==> src/interval_timer_pkg.sv <==
// Shared constants, mode encodings and state layout of the interval timer/counter.
package interval_timer_pkg;

	// ==========================================================================
	// Widths and control word fields
	// ==========================================================================
	localparam int CTRL_WIDTH      = 16;
	localparam int COUNT_WIDTH     = 16;
	localparam int CLOCK_SOURCE_BIT = 1;
	localparam int EXT_SYNC_BIT     = 2;
	localparam int PRESCALE_LSB     = 4;
	localparam int PRESCALE_WIDTH   = 2;
	localparam int GATE_ENABLE_BIT  = 6;
	localparam int TIMER_ON_BIT     = 15;
	localparam int DIV_WIDTH        = 3;

	// ==========================================================================
	// Reset values
	// ==========================================================================
	localparam logic [COUNT_WIDTH-1:0] COUNT_RESET = 16'h0000;
	localparam logic [DIV_WIDTH-1:0]   DIV_RESET   = 3'h0;
	localparam logic [1:0]             PIPE_RESET  = 2'h0;

	// ==========================================================================
	// Operating modes
	// ==========================================================================
	typedef enum logic [3:0] {
		MODE_TIMER = 4'b0001,
		MODE_GATED = 4'b0010,
		MODE_SYNC  = 4'b0100,
		MODE_ASYNC = 4'b1000
	} timer_mode_t;

	typedef struct packed {
		logic                   extMeta;
		logic                   extSync;
		logic                   extPrev;
		logic                   gateMeta;
		logic                   gateSync;
		logic [1:0]             syncPipe;
		logic [COUNT_WIDTH-1:0] count;
		logic                   periodMatch;
	} timer_state_t;

	function automatic timer_mode_t decodeMode(input logic [CTRL_WIDTH-1:0] controlWord);
		timer_mode_t mode;
		mode = MODE_TIMER;
		if (controlWord[CLOCK_SOURCE_BIT]) begin
			mode = controlWord[EXT_SYNC_BIT] ? MODE_SYNC : MODE_ASYNC;
		end else begin
			mode = controlWord[GATE_ENABLE_BIT] ? MODE_GATED : MODE_TIMER;
		end
		return mode;
	endfunction : decodeMode

endpackage : interval_timer_pkg

==> src/tick_prescaler.sv <==
// Divides a stream of single-cycle count ticks by 1, 2, 4 or 8.
`timescale 1ns/1ns
module tick_prescaler
	import interval_timer_pkg::*;
#(
	parameter int SEL_WIDTH = PRESCALE_WIDTH,
	parameter int CNT_WIDTH = DIV_WIDTH
) (
	input  wire logic                 clk,
	input  wire logic                 reset,
	input  wire logic                 clear,
	input  wire logic                 tickIn,
	input  wire logic [SEL_WIDTH-1:0] divSelect,
	output logic                      tickOut
);

	typedef struct packed {
		logic [CNT_WIDTH-1:0] divCount;
	} prescaler_state_t;

	prescaler_state_t state;
	prescaler_state_t next_state;
	logic             atLimit;

	function automatic logic [CNT_WIDTH-1:0] prescaleLimit(input logic [SEL_WIDTH-1:0] sel);
		return CNT_WIDTH'((1 << sel) - 1);
	endfunction : prescaleLimit

	// A divider left above a newly chosen smaller limit fires at once instead of wrapping through every code.
	assign atLimit = (state.divCount >= prescaleLimit(divSelect));
	assign tickOut = tickIn && atLimit && !clear;

	always_comb begin
		next_state = state;
		if (clear) begin
			next_state.divCount = DIV_RESET;
		end else if (tickIn) begin
			next_state.divCount = atLimit ? DIV_RESET : CNT_WIDTH'(state.divCount + 1'b1);
		end
	end

	always_ff @(posedge clk or posedge reset) begin
		if (reset) begin
			state <= '{divCount: DIV_RESET};
		end else begin
			state <= next_state;
		end
	end
endmodule : tick_prescaler

==> src/interval_timer_counter.sv <==
// 16-bit interval timer/counter with timer, gated timer, synchronous and asynchronous counter modes.
//
// What this block does
// - A 16-bit counter runs freely as interval timer or event counter.
// - Timer and gated timer modes count the instruction cycle clock.
// - Both counter modes count edges of the external count clock pin.
// - Asynchronous counter mode counts external edges without post-prescaler resynchronisation.
// - Synchronous counter mode resynchronises the prescaled external tick to the clock.
// - Control bit 1 selects clock source: 0 internal, 1 external pin.
// - Control bit 2 selects external clock synchronisation.
// - Control bit 6 enables gate accumulation.
// - Internal source: gate bit picks timer or gated timer; sync bit ignored.
// - External source: sync bit picks synchronous or asynchronous; gate bit ignored.
`timescale 1ns/1ns
module interval_timer_counter
	import interval_timer_pkg::*;
#(
	parameter int WIDTH = COUNT_WIDTH
) (
	input  wire logic                  clk,
	input  wire logic                  reset,
	input  wire logic [CTRL_WIDTH-1:0] timerControlWord,
	input  wire logic [WIDTH-1:0]      periodValue,
	input  wire logic                  extCountClockPin,
	input  wire logic                  gatePin,
	output logic [WIDTH-1:0]           timerCount,
	output logic                       periodMatch
);

	// ==========================================================================
	// State and decode
	// ==========================================================================
	timer_state_t state;
	timer_state_t next_state;
	timer_mode_t  mode;
	logic         enabled;
	logic         extEdge;
	logic         sourceTick;
	logic         prescTick;
	logic         countTick;

	assign mode    = decodeMode(timerControlWord);
	assign enabled = timerControlWord[TIMER_ON_BIT];
	assign extEdge = state.extSync && !state.extPrev;

	// ==========================================================================
	// Tick source selection
	// ==========================================================================
	always_comb begin
		case (mode)
			MODE_TIMER: begin
				sourceTick = enabled;
			end
			MODE_GATED: begin
				sourceTick = enabled && state.gateSync;
			end
			MODE_SYNC, MODE_ASYNC: begin
				sourceTick = enabled && extEdge;
			end
			default: begin
				sourceTick = 1'b0;
			end
		endcase
	end

	// Dropping the timer-on bit clears the divider, so a restart always begins a full prescale period.
	tick_prescaler #(
		.SEL_WIDTH(PRESCALE_WIDTH),
		.CNT_WIDTH(DIV_WIDTH)
	) prescaler (
		.clk      (clk),
		.reset    (reset),
		.clear    (!enabled),
		.tickIn   (sourceTick),
		.divSelect(timerControlWord[PRESCALE_LSB +: PRESCALE_WIDTH]),
		.tickOut  (prescTick)
	);

	// The synchronous mode takes its tick from the resynchronising pipe behind the prescaler.
	always_comb begin
		case (mode)
			MODE_SYNC: begin
				countTick = enabled && state.syncPipe[1];
			end
			MODE_TIMER, MODE_GATED, MODE_ASYNC: begin
				countTick = enabled && prescTick;
			end
			default: begin
				countTick = 1'b0;
			end
		endcase
	end

	// ==========================================================================
	// Next state
	// ==========================================================================
	// The count holds while disabled; only the divider is cleared, so a stopped count stays readable.
	always_comb begin
		next_state = state;
		next_state.extMeta  = extCountClockPin;
		next_state.extSync  = state.extMeta;
		next_state.extPrev  = state.extSync;
		next_state.gateMeta = gatePin;
		next_state.gateSync = state.gateMeta;
		next_state.syncPipe = {state.syncPipe[0], prescTick && (mode == MODE_SYNC)};
		next_state.periodMatch = 1'b0;
		if (countTick) begin
			if (state.count == periodValue) begin
				next_state.count       = COUNT_RESET;
				next_state.periodMatch = 1'b1;
			end else begin
				next_state.count = WIDTH'(state.count + 1'b1);
			end
		end
	end

	always_ff @(posedge clk or posedge reset) begin
		if (reset) begin
			state <= '{extMeta: 1'b0, extSync: 1'b0, extPrev: 1'b0, gateMeta: 1'b0, gateSync: 1'b0,
				syncPipe: PIPE_RESET, count: COUNT_RESET, periodMatch: 1'b0};
		end else begin
			state <= next_state;
		end
	end

	assign timerCount  = state.count;
	assign periodMatch = state.periodMatch;
endmodule : interval_timer_counter

==> config.mk <==
export PLATFORM = sky130hd
export DESIGN_NAME = interval_timer_counter
export DESIGN_NICKNAME = d
export VERILOG_FILES = /design/src/interval_timer_pkg.sv /design/src/tick_prescaler.sv /design/src/interval_timer_counter.sv
export SDC_FILE = /design/constraint.sdc
export NUM_CORES = 1
export LEC_CHECK = 0
export BUFFER_PORTS_ARGS = -buffer_cell sky130_fd_sc_hd__buf_2
export CAP_MARGIN = 5
export CORE_MARGIN = 5
export CORE_UTILIZATION = 54
export DETAILED_ROUTE_END_ITERATION = 10
export GPL_TIMING_DRIVEN = 0
export PLACE_DENSITY_LB_ADDON = 0.2
export SLEW_MARGIN = 10
export SYNTH_ARGS = -nofsm -noshare
export SYNTH_HDL_FRONTEND = slang
export SYNTH_HIERARCHICAL = 1
export SYNTH_SLANG_ARGS = --single-unit
==> constraint.sdc <==
create_clock -name clk -period 3.8 [get_ports clk]
set_input_delay 0.38 -clock clk [delete_from_list [all_inputs] [get_ports clk]]
set_output_delay 0.38 -clock clk [all_outputs]
set_load 0.02 [all_outputs]
# Yosys cells after proc, flatten, opt, wreduce, memory -nomap -nowiden
# Cells that the tools add are included.
[word_totals]
regBits = 27
input_bits = 36
output_inout_bits = 17
elab_cells = 42
[op_classes]
addsub = 3
magnitude_cmp = 1
n_eq_ne = 6
n_shift = 1
muxes = 11
n_reduce_logical = 11
[op_table]
columns = ["op", "n"]
rows = [
  ["adder 16 x 1 -> 16 bit, second input constant", 1],
  ["equality test 16 bit", 1],
  ["2-to-1 mux 16 bit", 1],
  ["2-to-1 mux 3 bit", 3],
  ["logical AND 1 bit", 8],
  ["2-to-1 mux 4 bit", 2],
  ["equality test 4 x 1 -> 1 bit, second input constant", 1],
  ["equality test 4 x 2 -> 1 bit, second input constant", 1],
  ["equality test 4 x 3 -> 1 bit, second input constant", 1],
  ["equality test 4 bit, second input constant", 1],
  ["adder 3 x 1 -> 3 bit, second input constant", 1],
  [">= comparator 3 bit", 1],
  ["one-hot mux 1 bit (3 select lines)", 1],
  ["OR reduction 3 bit", 1],
  ["left shift 1 x 2 -> 3 bit, first input constant", 1],
  ["subtractor 3 x 2 -> 3 bit, second input constant", 1],
  ["2-to-1 mux 1 bit", 2],
  ["2-to-1 mux 2 bit", 1],
  ["!= test 2 x 1 -> 1 bit, second input constant", 1],
  ["one-hot mux 1 bit (2 select lines)", 1],
  ["OR reduction 2 bit", 1],
  ["logical NOT 1 bit", 1],
]

# Longest topological paths before layout
# Gate-level depths: netlist of the first run.
[depth]
depth_word = 10
ltp_mapped = 10
depth_no_buf = 10

# By module
# The synthesis of the first run kept the hierarchy.
[by_module_without_submodules]
columns = ["module", "instances", "cells_per_inst", "area_each_um2", "seq_area_each_um2"]
rows = [
  ["interval_timer_counter", 1, 150, 1407.6, 600.6],
  ["tick_prescaler", 1, 27, 264.0, 75.1],
]

# Worst setup path after synthesis of the first run
# No wires, ideal clock.
[synth_timing]
path_type = "input-to-reg"
startpoint = "input timerControlWord[5]"
endpoint = "register state (netlist bit timerCount[14])"
setup_ps = 128
arrival_time_ps = 2162
required_ps = 3672
path_slack_ps = 1510
stages = 10
n_path_buf = 0
path_cell_list = "or2_2 > ha_1 > nor2b_2 > o21ai_2 > and3b_1 > a21boi_1 > o21ai_2 > nor4_1 > xnor2_1 > nor2_1"
[synth_via]
elab_chain_cells = 7
[synth_rtl]
columns = ["element", "line_no", "text"]
rows = [
  ["start: declaration", "interval_timer_counter.sv:22", "input wire logic [CTRL_WIDTH-1:0] timerControlWord,"],
  ["left shift 1 x 2 -> 3 bit", "tick_prescaler.sv:26", "return CNT_WIDTH'((1 << sel) - 1);"],
  ["subtractor 3 x 2 -> 3 bit", "tick_prescaler.sv:26", ""],
  [">= comparator 3 bit", "tick_prescaler.sv:30", "assign atLimit = (state.divCount >= prescaleLimit(divSelect));"],
  ["logical AND 1 bit (2 in a row)", "tick_prescaler.sv:31", "assign tickOut = tickIn && atLimit && !clear;"],
  ["net prescTick", "interval_timer_counter.sv:39", "logic prescTick;"],
  ["logical AND 1 bit", "interval_timer_counter.sv:86", "countTick = enabled && prescTick;"],
  ["one-hot mux 1 bit (2 select lines)", "interval_timer_counter.sv:81", "case (mode)"],
  ["end signal: assignment", "interval_timer_counter.sv:119", "state <= '{extMeta: 1'b0, extSync: 1'b0, extPrev: 1'b0, gateMeta: 1'b0, gateSync: 1'b0,"],
  ["end signal: assignment", "interval_timer_counter.sv:122", "state <= next_state;"],
  ["end: declaration", "interval_timer_counter.sv:33", "timer_state_t state;"],
]
# The timed path passes the listed nets, and every way through them passes these cells.
# A chain may end at the register's enable or synchronous reset.

# Final worst setup path of the first run
[layout_timing]
startpoint = "register state[21] (netlist bit)"
endpoint = "register state (netlist bit timerCount[6])"
[layout_via]
elab_chain_cells = 8
[layout_rtl]
columns = ["element", "line_no", "text"]
rows = [
  ["logical NOT 1 bit", "interval_timer_counter.sv:44", "assign extEdge = state.extSync && !state.extPrev;"],
  ["logical AND 1 bit", "interval_timer_counter.sv:44", ""],
  ["logical AND 1 bit", "interval_timer_counter.sv:58", "sourceTick = enabled && extEdge;"],
  ["one-hot mux 1 bit (3 select lines)", "interval_timer_counter.sv:50", "case (mode)"],
  ["net sourceTick", "interval_timer_counter.sv:38", "logic sourceTick;"],
  ["logical AND 1 bit (2 in a row)", "tick_prescaler.sv:31", ""],
  ["net prescTick", "interval_timer_counter.sv:39", ""],
  ["logical AND 1 bit", "interval_timer_counter.sv:86", ""],
  ["one-hot mux 1 bit (2 select lines)", "interval_timer_counter.sv:81", ""],
]
# The timed path passes the listed nets, and every way through them passes these cells.

==> results_dict.tcl, run 1 <==
set metrics [dict create \
    final_nets 266 \
    die-area_sq_mm 0.00431 \
    p_total_mw 0.567 \
    io_pins 53 \
    syn_nets 218 \
    grt_first_pass_wirelength_microns 5900 \
    htreeDepth 1 \
    cts.reportedPaths.clkPinSlew_ps 150 \
    grt_setup_unrepaired "false" \
    die_y_microns 65.6 \
    vias_per_cell 5.52 \
    max_slew_margin_pct 40.0 \
    antenna_found_initial 0 \
    cts.sinks 27 \
    final_max_slew_viol_count 0 \
    synth_seq_area_share_pct 40.4 \
    cts_hold_buf 1 \
    cts_setup_buffers 0 \
    layout.cells.non_filler 257 \
    busiest_layer "met2" \
    setup_tns_ps 0 \
    hold_viol 0 \
    syn-cell-area_sq_mm 0.00167 \
    mostFrequentLayoutCells "44 x buf_2, 27 x dfrtp_1, 17 x nand2_1" \
    grt_max_degree 25 \
    gp_congestion 0.816 \
    dr.pass1.iters 6 \
    row_count 20 \
    worst-slew-pin-transition_ps 899 \
    post_cts_resize_count 0 \
    critPathLaunchType "flop" \
    clk_path_buf_depth 2 \
    dp_cells 252 \
    wl_microns 3580 \
    antenna-diode-count 0 \
    outcome "finished clean" \
    ant_nets 0 \
    final_common_cell "buf_2" \
    synthCells 177 \
    setup_viol 0 \
    cts-root-buf "clkbuf_4" \
    p_leak_nw 0.975 \
    r2r_slack_ps 1240 \
    synthDistinctLibCells 37 \
    grt.met2_usage_pct 28.8 \
    grtUsageTotal_pct 17.7 \
    area_delta_synth_final_pct 17.4 \
    path_max_fanout 8 \
    gr-total-overflow 0 \
    pre_cts_ws_ps 1120 \
    finClkSkew_ps 10.4 \
    fin_ws_ps 1240 \
    synth-seq-cells 27 \
    hpwl_microns 2770 \
    worstSetupEndpointType "flop" \
    fin_hold_ws_ps 145 \
    clk_latency_ps 330 \
    die-width_microns 65.6 \
    fp.coreArea_sq_mm 0.00300 \
    grt_pass1_vias 1292 \
    start_util_pct 55.7 \
    ir_worst_vdd_v 0.000216 \
    io_buffers 42 \
    cts_tree "done" \
    n_fill_cell 271 \
    syn_avg_cell_area_sq_um 9.44 \
    required_ps 4030 \
    worstSetupPathType "reg2reg" \
    drc_errors 0 \
    max_freq_ghz 0.390 \
    max-cap-violations 0 \
    fin_crit_ps 2560 \
    powerDensity_mw_per_mm2 289 \
    arrival_ps 2800 \
    fin_crit_sh_pct 67.4 \
    worstHoldPathType "in2reg" \
    drt_iter0_markers 71 \
    met1_usage_pct 23.9 \
    vias 1418 \
    routedWlPerCell_microns 13.9 \
    cts_made_buffers 3 \
    drive_gt1_share_pct 33.5 \
    grt.met3_usage_pct 3.42 \
    yosysWarningCount 6 \
]
kinds of logic (layout without fill, tap and decap cells):
family / count (synthesis) / count (layout) / synth area share [%]
AND/OR/NAND/NOR: 67 / 67 / 21.4
AO/OA/AOI/OAI: 28 / 28 / 12.6
adder cells (fa/ha/maj): 5 / 5 / 3.74
buffers and inverters: 30 / 77 / 11.4
flip-flops: 27 / 27 / 40.4
XOR/XNOR: 20 / 20 / 10.5
report_power, final:
| part | switching [mW] | internal [mW] |
|---|---|---|
| combinational | 0.0645 | 0.0554 |
| sequential | 0.0163 | 0.300 |
| clock | 0.0905 | 0.0403 |
metrics by stage:
stage | area, sq um | utilization [%]
finish | 1960 | 65.4
global route | 1960 | 65.4
CTS | 1960 | 65.4
detailed placement | 1920 | 64.0
global placement | 1920 | 64.0
floorplan | 1670 | -
flip-flops by register name, indices dropped and copies added (netlist names):
signal           count
prescaler/state      3
state                3
next_state           4
periodMatch          1
timerCount          16
layout make-up:
type | count | area (sq um) | share of cell area, %
flip-flops and latches | 27 | 676 | 34.4
repair buffers | 43 | 220 | 11.2
clock inverters | 1 | 7.51 | 0.382
clock buffers | 3 | 22.5 | 1.15
multi-input cells | 120 | 806 | 41.0
well taps | 33 | 41.3 | 2.10
inverters | 10 | 37.5 | 1.91
plain buffers | 20 | 153 | 7.78
layer usage:
metal / share of wire, % / vias up / routed length, microns
met4: 0.53 / 0 / 19
met3: 5.5 / 2 / 197
met2: 48 / 37 / 1730
li1: - / 702 / -
met5: 0 / - / 0
met1: 46 / 677 / 1630
critical path, cell delays in order, from the launching register on:
cell,delay (ps)
dfrtp_1,380
nand2b_1,140
a221oi_1,630
and3b_1,290
a21boi_1,240
o21a_1,240
nand2_1,220
o311ai_1,330
final timing paths:
kind / start / end / cells past startpoint
worst max-delay path: state[21] / timerCount[6] / 7
worst min register to register: next_state[22] / next_state[21] / 0
min in group asynchronous: reset / prescaler/state[1] / 3
max in group asynchronous: reset / timerCount[12] / 3
worst min-delay path: gatePin / next_state[19] / 1
worst max register to register: state[21] / timerCount[6] / 7
cells in the mapped netlist:
cell type	n	share of area, %
dfrtp_1	27	40
nand2_1	17	3.8
buf_4	16	7.2
xor2_1	16	8.4
nand3_1	15	4.5
inv_1	10	2.2
nor2_1	7	1.6
nor4_1	7	2.6
a21oi_1	5	1.5
and3_1	5	1.9
ha_1	5	3.7
nand2b_1	5	1.9
o22ai_1	4	1.5
o311ai_1	4	2.1
xnor2_1	4	2.1
and4bb_2	2	1.5
buf_2	2	0.60
buf_6	2	1.3
nand4_1	2	0.75
nor2b_1	2	0.75
o2111ai_1	2	1.0
o21ai_0	2	0.60
o21ai_2	2	1.0
a21bo_2	1	0.60
a21boi_1	1	0.45
a21o_1	1	0.45
a21oi_2	1	0.52
a221oi_1	1	0.52
a221oi_2	1	0.90
a22o_1	1	0.52
a31oi_1	1	0.37
and3b_1	1	0.52
nand3b_1	1	0.45
nor2b_2	1	0.52
nor3_1	1	0.30
o21a_1	1	0.45
or2_2	1	0.37
No activity file was read; power rests on OpenSTA's default activity.
==> run 2: changes to the inputs <==
- CORE_UTILIZATION: 54 -> 46
- clock period: 3.8 -> 2.2 ns (I/O delays scaled with it)
==> run 2 against run 1 <==
  * Clock-buffer cell count rose by 1
  * Cell area rose by 14%
  * Critical path depth increased by 2
  * Setup slack got worse by 1200 ps
  * Global-route usage down 2.1 points
  * Register-to-register slack worse by 1200 ps
  * Critical endpoint is now timerCount[5]
==> results_dict.tcl, run 2 (same netlist as run 1, synthesis figures left out) <==
set metrics [dict create \
    outcome "finished clean" \
    vias_per_cell 5.16 \
    wl_microns 3970 \
    hpwl_microns 2760 \
    drc_errors 0 \
    grt_first_pass_wirelength_microns 6350 \
    cts.reportedPaths.clkPinSlew_ps 150 \
    drt_iter0_markers 40 \
    routedWlPerCell_microns 13.8 \
    antenna-diode-count 0 \
    start_util_pct 46.7 \
    ir_worst_vdd_v 0.000292 \
    worstSetupEndpointType "flop" \
    worstSetupPathType "reg2reg" \
    powerDensity_mw_per_mm2 455 \
    largest_reg_flops 16 \
    required_ps 2460 \
    max_freq_ghz 0.471 \
    max_slew_margin_pct 38.9 \
    critPathLaunchType "flop" \
    worst-slew-pin-transition_ps 916 \
    cts_made_buffers 3 \
    arrival_ps 2380 \
    final_common_cell "buf_2" \
    drive_gt1_share_pct 41.0 \
    dr.pass1.iters 4 \
    path_max_fanout 8 \
    row_count 22 \
    cts_tree "done" \
    grt_pass1_vias 1396 \
    vias 1482 \
    grtUsageTotal_pct 15.5 \
    ant_nets 0 \
    io_buffers 42 \
    fin_util_pct 62.3 \
    die_y_microns 70.3 \
    die-area_sq_mm 0.00494 \
    area_delta_synth_final_pct 33.4 \
    fin_crit_sh_pct 96.5 \
    finClkSkew_ps 10.7 \
    grt_max_degree 25 \
    cts.sinks 27 \
    clk_latency_ps 310 \
    n_fill_cell 317 \
    hold_viol 0 \
    gp_congestion 0.763 \
    antenna_found_initial 0 \
    gr-total-overflow 0 \
    fp.coreArea_sq_mm 0.00358 \
    p_leak_nw 1.07 \
    max-cap-violations 0 \
    cts-root-buf "clkbuf_4" \
    fin_crit_ps 2120 \
    p_total_mw 1.01 \
    worstHoldPathType "in2reg" \
    io_pins 53 \
    final_max_slew_viol_count 0 \
    r2r_slack_ps 80 \
    htreeDepth 1 \
    setup_viol 0 \
    clk_path_buf_depth 2 \
    die-width_microns 70.3 \
    final_nets 281 \
    mostFrequentLayoutCells "43 x buf_2, 30 x buf_4, 27 x dfrtp_1" \
]
==> run 2: cell type report <==
class,instances,area [sq um],area share (%)
buffer,20,155,6.96
clock buffer,4,26.3,1.18
inverter,10,37.5,1.68
multi-input combinational,120,937,42.0
sequential,27,676,30.3
tap,48,60.1,2.69
timing repair buffer,58,338,15.2
==> run 2: routing by layer <==
layer  vias to the layer above  routed length (microns)  global-route usage, %
met5                         -                        0                      0
met4                         0                      121                   4.47
met3                        10                      220                   3.31
met2                        39                     1840                   25.2
met1                       702                     1790                   20.7
li1                        731                        -                      -
==> run 2: where the power goes <==
group / internal, mW / switching [mW] / leakage [nW] / total [mW]
sequential: 0.517 / 0.0257 / 0.311 / 0.543
clock: 0.0707 / 0.141 / 0.0150 / 0.211
combinational: 0.126 / 0.135 / 0.741 / 0.260
==> run 2: critical path: stages, from the launching register on <==
cell      delay (ps)
dfrtp_1          380
nand2b_1         180
a221oi_4         360
and3b_1          240
a21boi_4         210
o21ai_4          120
buf_4            170
nor4_4           260
o21ai_1           80
nand2_1           60
==> run 2: path summary, 6_finish.rpt <==
kind                                            to                start  cells after the start
worst max-delay path                 timerCount[5]            state[21]                      9
worst min-delay path                next_state[18]  timerControlWord[2]                      2
worst max register to register       timerCount[5]            state[21]                      9
worst min register to register           state[18]       next_state[18]                      0
max in group asynchronous            timerCount[5]                reset                      3
min in group asynchronous       prescaler/state[0]                reset                      3
==> run 2: what timing repair did <==
item | CTS | global route
endpoints found under the hold margin | 4 | 1
setup endpoints to repair | 13 | 15
hold buffers | 2 | 1
setup buffers | 5 | 8
pin swaps | 4 | 8
resized for setup | 8 | 13
==> run 2: through the flow <==
stage | hold WS, ps | cells | area (sq um) | setup TNS [ps] | setup slack [ps]
6_report | 207 | 287 | 2230 | 0 | 76.2
4_1_cts | 1.75 | 278 | 2090 | 0 | 20.5
2_1_floorplan | -26.4 | 177 | 1680 | 0 | 71.2
5_1_grt | 200 | 287 | 2230 | -8.73 | -8.73
3_3_place_gp | 95.5 | 267 | 1950 | -2860 | -270
3_5_place_dp | 94.4 | 267 | 1950 | -3040 | -275
